File: src/inc/cpu_regs_pkg.sv
package cpu_regs_pkg;

	// ****************************************************************
	// Widths and reset values.
	// ****************************************************************
	localparam int unsigned DATA_W = 8;
	localparam int unsigned ADDR_W = 16;
	localparam logic [15:0] STACK_RESET = 16'h00FF;
	localparam logic [7:0] STACK_LOW_ONES = 8'hFF;
	localparam logic [15:0] RESET_VEC_HI_ADDR = 16'hFFFE;
	localparam logic [15:0] RESET_VEC_LO_ADDR = 16'hFFFF;
	localparam logic [15:0] PC_RESET = 16'h0000;
	localparam logic [7:0] ZERO_BYTE = 8'h00;

	// ****************************************************************
	// Condition code bit positions.
	// ****************************************************************
	localparam int unsigned CC_V = 7;
	localparam int unsigned CC_FIX6 = 6;
	localparam int unsigned CC_FIX5 = 5;
	localparam int unsigned CC_H = 4;
	localparam int unsigned CC_I = 3;
	localparam int unsigned CC_N = 2;
	localparam int unsigned CC_Z = 1;
	localparam int unsigned CC_C = 0;
	localparam logic [7:0] CC_RESET = 8'h68;
	localparam logic [7:0] CC_FIXED_ONES = 8'h60;

	// ****************************************************************
	// ALU operations; all but ALU_NONE update the flags.
	// ****************************************************************
	typedef enum logic [3:0] {
		ALU_NONE = 4'h0,
		ALU_ADD = 4'h1,
		ALU_ADC = 4'h2,
		ALU_SUB = 4'h3,
		ALU_LOGIC = 4'h4,
		ALU_SHIFT = 4'h5
	} alu_op_t;

	// Program counter source selection.
	typedef enum logic [1:0] {
		PC_HOLD = 2'h0,
		PC_INC = 2'h1,
		PC_LOAD = 2'h2
	} pc_op_t;

	// Controller sequence states, one-hot.
	typedef enum logic [4:0] {
		ST_VEC_HI = 5'h01,
		ST_VEC_LO = 5'h02,
		ST_RUN = 5'h04,
		ST_IRQ_MASK = 5'h08,
		ST_IRQ_VEC = 5'h10
	} seq_state_t;

	// Register write request from execution logic.
	typedef struct packed {
		logic acc_we;
		logic idx_hi_we;
		logic idx_lo_we;
		logic sp_we;
		logic [7:0] data;
		logic [15:0] word;
	} reg_write_t;

	// Flag update request from the ALU.
	typedef struct packed {
		alu_op_t op;
		logic [7:0] opa;
		logic [7:0] opb;
	} alu_req_t;

endpackage

File: src/design/cpu_programmer_registers.sv
`timescale 1ns/1ps
// How it works
// - Eight-bit accumulator holds operands and results.
// - Index register is high and low byte.
// - Stack pointer resets to 00FF.
// - Reset-stack instruction sets low byte ones.
// - Push decrements, pull increments stack pointer.
// - Stack offset modes use pointer as base.
// - Program counter increments or loads targets.
// - Reset loads counter from vector FFFE/FFFF.
// - Condition codes: mask, five flags, bits ones.
// - Overflow flag set on signed overflow.
// - Half-carry from bit three on adds.
// - Decimal adjust uses half-carry and carry.
// - Mask set blocks maskable interrupts.
// - Stack registers, set mask, then vector.
// - Interrupt stacking skips index high byte.
// - Highest-priority pending request served first.
// - Return restores registers and mask from stack.
// - Reset sets mask; clear instruction or return clears.
// - Negative flag follows result bit seven.
// - Zero flag set for zero result.
// - Carry on add carry, borrow, shifts.
// - Registers are not memory mapped.
module cpu_programmer_registers (
	// Clock and reset.
	input wire logic clk_i,
	input wire logic srst_i,
	// Register writes and ALU requests.
	input wire cpu_regs_pkg::reg_write_t wr_i,
	input wire cpu_regs_pkg::alu_req_t alu_i,
	input wire logic shift_carry_i,
	input wire logic bit_test_carry_i,
	input wire logic bit_test_i,
	// Stack and program counter controls.
	input wire logic push_i,
	input wire logic pull_i,
	input wire logic reset_stack_instr_i,
	input wire logic [15:0] stack_offset_i,
	input wire cpu_regs_pkg::pc_op_t pc_op_i,
	input wire logic [15:0] pc_target_i,
	// Interrupt and mask controls.
	input wire logic [7:0] irq_req_i,
	input wire logic irq_stacked_i,
	input wire logic clear_mask_instr_i,
	input wire logic return_from_interrupt_instr_i,
	input wire logic [7:0] pulled_cc_i,
	input wire logic [7:0] vec_data_i,
	// Register views.
	output logic [7:0] acc_o,
	output logic [15:0] index_o,
	output logic [15:0] stack_pointer_reg_o,
	output logic [15:0] stack_addr_o,
	output logic [15:0] program_counter_reg_o,
	output logic [7:0] condition_code_reg_o,
	output logic [7:0] decimal_adjust_o,
	// Interrupt and vector fetch handshake.
	output logic irq_take_o,
	output logic [2:0] irq_num_o,
	output logic vec_rd_o,
	output logic [15:0] vec_addr_o,
	output logic running_o
);
	import cpu_regs_pkg::*;

	// ****************************************************************
	// State. These registers sit outside any memory decoder.
	// ****************************************************************
	logic [7:0] acc, next_acc; // Accumulator.
	logic [7:0] idx_hi, next_idx_hi; // Index high byte.
	logic [7:0] idx_lo, next_idx_lo; // Index low byte.
	logic [15:0] sp, next_sp; // Stack pointer.
	logic [15:0] pc, next_pc; // Program counter.
	logic [7:0] cc, next_cc; // Condition codes.
	seq_state_t state, next_state; // Sequencer.
	logic [7:0] alu_res; // Result of the current ALU operation.
	logic alu_carry; // Carry or borrow out of bit seven.
	logic alu_half; // Carry from bit three into four.
	logic alu_ovf; // Two's complement overflow.
	logic irq_pending; // Some request is asserted.
	logic [2:0] irq_pick; // Highest-priority request.

	// Picks the highest-priority request; bit 0 wins.
	function automatic logic [2:0] prio(input logic [7:0] r);
		logic [2:0] n;
		n = 3'h0;
		for (int i = 7; i >= 0; i--) begin
			if (r[i]) begin
				n = 3'(i);
			end
		end
		return n;
	endfunction

	// ****************************************************************
	// Arithmetic flag calculation.
	// ****************************************************************
	// The ninth bit is kept so carry and borrow come from one adder.
	always_comb begin
		logic [8:0] sum;
		logic [4:0] low;
		logic cin;
		sum = 9'h000;
		low = 5'h00;
		cin = (alu_i.op == ALU_ADC) ? cc[CC_C] : 1'b0;
		alu_res = alu_i.opa;
		alu_carry = cc[CC_C];
		alu_half = cc[CC_H];
		alu_ovf = cc[CC_V];
		case (alu_i.op)
			ALU_ADD, ALU_ADC: begin
				sum = {1'b0, alu_i.opa} + {1'b0, alu_i.opb} + {8'h00, cin};
				low = {1'b0, alu_i.opa[3:0]} + {1'b0, alu_i.opb[3:0]} +
					{4'h0, cin};
				alu_res = sum[7:0];
				alu_carry = sum[8];
				alu_half = low[4];
				alu_ovf = (alu_i.opa[7] == alu_i.opb[7]) &&
					(sum[7] != alu_i.opa[7]);
			end
			ALU_SUB: begin
				sum = {1'b0, alu_i.opa} - {1'b0, alu_i.opb};
				alu_res = sum[7:0];
				alu_carry = sum[8]; // Borrow.
				alu_ovf = (alu_i.opa[7] != alu_i.opb[7]) &&
					(sum[7] != alu_i.opa[7]);
			end
			ALU_LOGIC: begin
				alu_res = alu_i.opb;
				alu_ovf = 1'b0;
			end
			ALU_SHIFT: begin
				alu_res = alu_i.opb;
				alu_carry = shift_carry_i;
				alu_ovf = alu_i.opb[7] ^ shift_carry_i;
			end
			default: begin
				alu_res = alu_i.opa;
			end
		endcase
	end

	// Decimal adjust picks its correction from H, C and the nibbles.
	always_comb begin
		decimal_adjust_o = ZERO_BYTE;
		if (cc[CC_H] || acc[3:0] > 4'h9) begin
			decimal_adjust_o[3:0] = 4'h6;
		end
		if (cc[CC_C] || acc > 8'h99) begin
			decimal_adjust_o[7:4] = 4'h6;
		end
	end

	// ****************************************************************
	// Interrupt selection. Masked requests are never taken.
	// ****************************************************************
	assign irq_pending = |irq_req_i;
	assign irq_pick = prio(irq_req_i);

	// ****************************************************************
	// Next-state logic for all programmer registers.
	// ****************************************************************
	always_comb begin
		next_acc = acc;
		next_idx_hi = idx_hi;
		next_idx_lo = idx_lo;
		next_sp = sp;
		next_pc = pc;
		next_cc = cc;
		next_state = state;
		if (wr_i.acc_we) begin
			next_acc = wr_i.data;
		end else if (alu_i.op != ALU_NONE) begin
			next_acc = alu_res;
		end
		if (wr_i.idx_hi_we) begin
			next_idx_hi = wr_i.data;
		end
		if (wr_i.idx_lo_we) begin
			next_idx_lo = wr_i.data;
		end
		if (alu_i.op != ALU_NONE) begin
			next_cc[CC_N] = alu_res[7];
			next_cc[CC_Z] = (alu_res == ZERO_BYTE);
			next_cc[CC_V] = alu_ovf;
			next_cc[CC_C] = alu_carry;
			next_cc[CC_H] = alu_half;
		end
		if (bit_test_i) begin
			next_cc[CC_C] = bit_test_carry_i;
		end
		// Writes win over push and pull; the instruction owns the pointer.
		if (wr_i.sp_we) begin
			next_sp = wr_i.word;
		end else if (reset_stack_instr_i) begin
			next_sp = {sp[15:8], STACK_LOW_ONES};
		end else if (push_i) begin
			next_sp = sp - 16'h0001;
		end else if (pull_i) begin
			next_sp = sp + 16'h0001;
		end
		case (pc_op_i)
			PC_INC: next_pc = pc + 16'h0001;
			PC_LOAD: next_pc = pc_target_i;
			default: next_pc = pc;
		endcase
		if (return_from_interrupt_instr_i) begin
			next_cc = pulled_cc_i;
		end else if (clear_mask_instr_i) begin
			next_cc[CC_I] = 1'b0;
		end
		case (state)
			ST_VEC_HI: begin
				next_pc = {vec_data_i, pc[7:0]};
				next_state = ST_VEC_LO;
			end
			ST_VEC_LO: begin
				next_pc = {pc[15:8], vec_data_i};
				next_state = ST_RUN;
			end
			ST_RUN: begin
				// Stacking (A, X, CC, PC; not H) is done first.
				if (irq_stacked_i) begin
					next_state = ST_IRQ_MASK;
				end
			end
			ST_IRQ_MASK: begin
				next_cc[CC_I] = 1'b1;
				next_state = ST_IRQ_VEC;
			end
			ST_IRQ_VEC: begin
				next_pc = {vec_data_i, pc[7:0]};
				next_state = ST_VEC_LO;
			end
			default: next_state = ST_VEC_HI;
		endcase
		next_cc = next_cc | CC_FIXED_ONES;
	end

	// ****************************************************************
	// Registers.
	// ****************************************************************
	// Reset sets the mask and presets the stack pointer.
	always_ff @(posedge clk_i) begin
		if (srst_i) begin
			acc <= ZERO_BYTE;
			idx_hi <= ZERO_BYTE;
			idx_lo <= ZERO_BYTE;
			sp <= STACK_RESET;
			pc <= PC_RESET;
			cc <= CC_RESET;
			state <= ST_VEC_HI;
		end else begin
			acc <= next_acc;
			idx_hi <= next_idx_hi;
			idx_lo <= next_idx_lo;
			sp <= next_sp;
			pc <= next_pc;
			cc <= next_cc;
			state <= next_state;
		end
	end

	// ****************************************************************
	// Outputs.
	// ****************************************************************
	assign acc_o = acc;
	assign index_o = {idx_hi, idx_lo};
	assign stack_pointer_reg_o = sp;
	assign stack_addr_o = sp + stack_offset_i;
	assign program_counter_reg_o = pc;
	assign condition_code_reg_o = cc;
	assign irq_take_o = (state == ST_RUN) && irq_pending &&
		!cc[CC_I];
	assign irq_num_o = irq_pick;
	assign vec_rd_o = (state == ST_VEC_HI) || (state == ST_VEC_LO) ||
		(state == ST_IRQ_VEC);
	// Only the low vector byte sits at the odd address; the reset and the
	// interrupt high-byte fetches both show the even one, so the partner
	// can tell the two bytes of a vector apart.
	assign vec_addr_o = (state == ST_VEC_LO) ? RESET_VEC_LO_ADDR :
		RESET_VEC_HI_ADDR;
	assign running_o = (state == ST_RUN);
endmodule

File: config.mk
export PLATFORM = sky130hd
export DESIGN_NAME = cpu_programmer_registers
export DESIGN_NICKNAME = d
export VERILOG_FILES = /design/src/inc/cpu_regs_pkg.sv /design/src/design/cpu_programmer_registers.sv
export SDC_FILE = /design/constraint.sdc
export NUM_CORES = 1
export LEC_CHECK = 0
export ABC_AREA = 1
export BUFFER_PORTS_ARGS = -buffer_cell sky130_fd_sc_hd__buf_2
export CAP_MARGIN = 20
export CORE_ASPECT_RATIO = 1.1
export CORE_UTILIZATION = 47
export DETAILED_ROUTE_END_ITERATION = 10
export GPL_TIMING_DRIVEN = 0
export PLACE_DENSITY_LB_ADDON = 0.3
export SYNTH_ARGS = -nofsm -noshare
export SYNTH_HDL_FRONTEND = slang
export SYNTH_SLANG_ARGS = --single-unit
File: constraint.sdc
create_clock -name clk_i -period 3.2 [get_ports clk_i]
set_input_delay 0.64 -clock clk_i [delete_from_list [all_inputs] [get_ports clk_i]]
set_output_delay 0.64 -clock clk_i [all_outputs]
set_load 0.05 [all_outputs]
# Word level (Yosys, flattened, before mapping)
# Index checks and enable logic that the tools add are counted.
[word_totals]
output_inout_bits = 110
register_bits = 69
[op_classes]
n_eq_ne = 18
order_cmp = 2
n_reduce_logical = 33
n_addsub = 9
n_mux = 34
n_bitwise = 3
[op_table]
columns = ["op", "count"]
rows = [
  ["two-way mux 16 bit", 4],
  ["case mux 16 bit (2 select lines)", 2],
  ["two-way mux 3 bit", 12],
  ["adder 16 x 1 -> 16 bit (second input constant)", 2],
  ["case mux 8 bit (3 select lines)", 1],
  ["case mux 5 bit (4 select lines)", 1],
  ["adder 16 bit", 1],
  ["two-way mux 8 bit", 2],
  ["subtractor 16 x 1 -> 16 bit (second input constant)", 1],
  ["AND reduction 2 bit", 6],
  ["nonzero test 3 bit", 4],
  ["nonzero test 5 bit", 2],
  ["adder 8 x 8 -> 9 bit", 1],
  ["adder 9 x 1 -> 9 bit", 1],
  ["subtractor 8 x 8 -> 9 bit", 1],
  ["equality test 4 x 2 -> 1 bit (second input constant)", 2],
  ["equality test 4 x 3 -> 1 bit (second input constant)", 2],
  ["greater-than comparator 8 bit (second input constant)", 1],
  ["logical NOT 8 bit", 1],
  ["two-way mux 1 bit", 8],
  ["nonzero test 2 bit", 4],
  ["nonzero test 4 bit", 2],
  ["OR reduction 2 bit", 4],
  ["OR reduction 8 bit", 1],
  ["other kinds (23)", 33],
]

# Logic depth before layout (Yosys ltp)
[logic_depth]
depth_word = 8
mapped_depth = 16
ltp_nobuf = 16

# Least setup slack after synthesis
# No wires, ideal clock.
[synth_timing]
path_kind = "flip-flop to output port"
start = "register state[4]"
end = "output irq_take_o"
arrival_ps = 3468
path_stages_with_launch = 6
n_path_buf = 0
setup_slack_ps = -908
path_cell_list = "dfxtp_1 > nor2_2 > inv_2 > nor4_1 > inv_1 > nor3_1"
[synth_via]
elab_chain_len = 3
[synth_rtl]
columns = ["item", "line_no", "text"]
rows = [
  ["from (decl)", "cpu_programmer_registers.sv:75", "seq_state_t state, next_state;"],
  ["from (signal assigned)", "cpu_programmer_registers.sv:260", "state <= next_state;"],
  ["equality test 5 x 3 -> 1 bit", "-", ""],
  ["via running_o", "cpu_programmer_registers.sv:62", "output logic running_o"],
  ["logical AND 1 bit (2 in a row)", "cpu_programmer_registers.sv:273", "assign irq_take_o = (state == ST_RUN) && irq_pending &&"],
  ["to (decl)", "cpu_programmer_registers.sv:58", "output logic irq_take_o,"],
]
# The timed path passes the listed nets, and every way through them passes these cells.

# Worst setup path after layout
[layout_timing]
start = "input stack_offset_i[2]"
end = "output stack_addr_o[13]"
[layout_via]
elab_chain_len = 1
[layout_rtl]
columns = ["item", "line_no", "text"]
rows = [
  ["from (decl)", "cpu_programmer_registers.sv:39", "input wire logic [15:0] stack_offset_i,"],
  ["adder 16 bit", "cpu_programmer_registers.sv:270", "assign stack_addr_o = sp + stack_offset_i;"],
  ["to (decl)", "cpu_programmer_registers.sv:53", "output logic [15:0] stack_addr_o,"],
]
# Every way passes these cells.

==> metrics list <==
- The die is ~120 um tall.
- Subtracting the final worst setup slack from the clock period gives roughly 3.0 ns.
* Dpl hpwl: 14,800 um
- The slowest stage of the critical path belongs to the cell sky130_fd_sc_hd__ha_1.
- Initial standard-cell utilization of the core: 0.484
- The worst setup path is captured at an output port.
- Global routing finished with a remaining overflow of 0.
* Cell types occupying the most area after synthesis: sky130_fd_sc_hd__dfxtp_1 22%, sky130_fd_sc_hd__nand2_1 9.9%, sky130_fd_sc_hd__ha_1 9.6%
- In this run, synthesis inferred 0 flip-flops with an integrated enable.
* H-tree depth reported by CTS: 3
- Gp weighted congestion: roughly 1
- Floorplan row count: 43
- Run status: complete, no violations
* Total power after layout: approximately 0.0039 W
- Dividing the detail-routed via count by the number of cells gives about 5.3.
* Min-Delay Startpoint: condition_code_reg_o[0]
* Relative max-transition margin: 0.297
- Counting flops with an async set or reset pin after synthesis yields a share of 0.
- Worst Hold Class: flip-flop to flip-flop
- Maximum vdd drop: approximately 0.42 mV
- Number of max-cap violations: 0
* Kind of start point of the critical path: input port
- Logic depth of the worst register-to-register path: 13
- Final Core Density: 0.615
* Average wire per standard cell: 14.0 um
- The die covers between 10,000 and 15,000 um^2.
- Final setup TNS: 0 ns
* Syn_area_per_cell: 6.63 um^2
- Number of antenna violations at the first check in global routing: 1
- Counting instances, the worst hold path has a depth of 2.
- Worst hold margin: a little under 0.5 ns
* Width of the die: approximately 110 um
- Unrepaired setup endpoints after global routing: no
* DR iter-0 viols: around 330
- Summed over all layers, the routed wires come to around 18,000 um.
- Number of buffers inserted by hold repair at cts: 0
- Of the available clock period, the critical path in the final layout requires 0.950.
- Critical path class: input port to output port
* Setup Viol. Count Final: 0
- The synthesized design contains 67 register bits.
* Maximum number of pins on one net before global-route repair: 18
- The most critical setup path has its startpoint at stack_offset_i[2].
- For this run, design rule violations remaining after detail routing come to 0.
* Distinct cell type count after synthesis: 54
* Worst Tran Pin Value: between 1 and 1.5 ns
- Leak Pwr: around 4 nW
- During I/O placement, the number of pins put on the boundary was between 200 and 250.
- Sequential share of the synthesized area: 0.219
- First-pass iteration count of the detailed router: 6
- For this design the ratio of total power to cell area is just over 500 nW/um^2.
- Worst-path clk slew: ~0.06 ns
* Area growth, synth to finish: 27.0%
- Once placement completed, the tool counted placed cells totaling approximately 1,300.
- Leading register cell type out of synthesis: sky130_fd_sc_hd__dfxtp_1
- Clock tree from TritonCTS: built
- CTS max path bufs: 2
- Startpoint of the lowest-slack register-to-register path: condition_code_reg_o[0]
- Maximum fanout encountered on the critical timing path: 4
* Largest stage delay on the critical path: between 0.3 and 0.4 ns
- Clock buffers created by TritonCTS: 9
- Yosys top cell area share: 0.219
- Fraction of layout cells with a size suffix above 1: 0.254
- Clock latency on the worst-skew pair: roughly 0.34 ns
* YS warnings: 0
- The clock arrives with 0.00681 ns of skew.
- Global-route wire length before repair: 29,000 um
* Clock Sink Count: 67
* Count of pins over their slew limit: 0
* Synthesized area: 6120 um^2
- DRT antenna net count: 0
* Worst endpoint data arrival time: 2.40 ns
- Buffers placed on the I/O ports in this run total 201.
- Placeable core region: 12,600 um^2
- Final-stage net count: 1,324
- Once layout is complete, the cells apart from fillers number roughly 1,300.
* Worst path required time: between 2 and 3 ns
- CTS Root Buffer Type: sky130_fd_sc_hd__clkbuf_16
- For this run, the total global-route usage over all layers was measured as 0.266.
* Cell chain of the critical path: buf_2, ha_1, a21oi_1, nand2_1, a21oi_2, o21ai_1, a21oi_1, xor2_2, buf_2
* Final hold vios: 0
- Synthesized netlist cell count: just over 900
* Total via count in the routed design: slightly below 7,000
* Vias in the first global route: slightly above 6,000
- Achievable frequency: 329 MHz
* Dominant cell type by area after synthesis: sky130_fd_sc_hd__dfxtp_1
==> area by class of cell <==
cell class / count / area (um^2)
multi-input combinational: 723 / 4210
sequential: 67 / 1340
antenna: 1 / 2.50
fill: 1293 / 4870
clock inverter: 7 / 82.6
inverter: 108 / 405
timing repair buffer: 203 / 1030
buffer: 43 / 282
clock buffer: 9 / 225
tap: 157 / 196
==> placed cells by master, fill, tap and decap left out, types with 5 or more instances in the layout <==
cell	Yosys	layout
sky130_fd_sc_hd__buf_2	3	203
sky130_fd_sc_hd__nand2_1	162	162
sky130_fd_sc_hd__nor2_1	109	109
sky130_fd_sc_hd__inv_1	98	98
sky130_fd_sc_hd__a21oi_1	90	88
sky130_fd_sc_hd__nand3_1	67	67
sky130_fd_sc_hd__o21ai_0	67	65
sky130_fd_sc_hd__dfxtp_1	67	65
sky130_fd_sc_hd__ha_1	47	47
sky130_fd_sc_hd__buf_4	25	27
sky130_fd_sc_hd__conb_1	2	21
sky130_fd_sc_hd__xor2_1	21	19
sky130_fd_sc_hd__nand4_1	17	17
sky130_fd_sc_hd__xnor2_1	15	14
sky130_fd_sc_hd__a22oi_1	12	12
sky130_fd_sc_hd__a31oi_1	11	11
sky130_fd_sc_hd__clkbuf_1	11	11
sky130_fd_sc_hd__nor3_1	10	10
sky130_fd_sc_hd__clkbuf_16	0	9
sky130_fd_sc_hd__inv_2	7	7
sky130_fd_sc_hd__o221ai_1	7	7
sky130_fd_sc_hd__o211ai_1	5	5
==> cells by family after synthesis <==
group           synth area share
simple gates               0.288
compound gates             0.213
buf+inv                    0.112
flops                      0.219
fa+ha+maj                  0.113
xor+xnor                  0.0516
other cells              0.00123
mux                      0.00184
==> flip-flops by register name, summed over array words and instances (netlist names) <==
signal / cells
condition_code_reg_o: 6
stack_pointer_reg_o: 16
program_counter_reg_o: 16
idx_lo: 8
acc_o: 8
state: 5
idx_hi: 8
==> stage by stage <==
step                area [um^2]  setup WS, ns
floorplan                  6220        -0.191
global placement           7420        -0.224
detailed placement         7420        -0.239
CTS                        7740        0.0253
global route               7770       0.00584
finish                     7770         0.161
==> power breakdown <==
part	switching (W)	internal (W)
logic	0.00130	0.000549
registers	0.0000915	0.000927
clock network	0.000423	0.000617
==> worst paths after layout <==
path,to,slack (ns)
max reg2reg,condition_code_reg_o[1],0.77
min reg2reg,condition_code_reg_o[0],0.49
min,condition_code_reg_o[0],0.49
max,stack_addr_o[13],0.16
==> worst max-delay path, delay by kind of cell <==
kind,cells,cell delay [ns]
and+or+nand+nor,1,0.15
adders and majority gates,1,0.35
AOI/OAI and AO/OA,4,0.75
xor gates and xnor gates,1,0.14
buffers and inverters,2,0.37
==> cells in the mapped netlist, types with 10 or more instances <==
cell type and n:
sky130_fd_sc_hd__inv_1 98, sky130_fd_sc_hd__ha_1 47, sky130_fd_sc_hd__nand3_1 67, sky130_fd_sc_hd__dfxtp_1 67, sky130_fd_sc_hd__nand2_1 162, sky130_fd_sc_hd__a22oi_1 12, sky130_fd_sc_hd__a31oi_1 11, sky130_fd_sc_hd__buf_4 25
sky130_fd_sc_hd__o21ai_0 67, sky130_fd_sc_hd__nor2_1 109, sky130_fd_sc_hd__a21oi_1 90, sky130_fd_sc_hd__xnor2_1 15, sky130_fd_sc_hd__xor2_1 21, sky130_fd_sc_hd__nor3_1 10, sky130_fd_sc_hd__nand4_1 17, sky130_fd_sc_hd__clkbuf_1 11
==> repair_timing <==
item                       in CTS  in global routing
pin swaps                       0                  2
gates cloned                    0                  0
setup endpoints to repair       2                  4
buffers inserted                0                  2
gates resized for setup         4                  5
==> per-layer routing <==
metal	vias to the layer above	global-route usage	routed length [um]	part of all wire
li1	3537	-	-	-
met1	3118	0.315	7660	0.41
met2	277	0.472	9100	0.49
met3	30	0.0537	1240	0.067
met4	0	0.104	476	0.026
met5	-	0	0	0
Power figures use the tool's default switching activity.
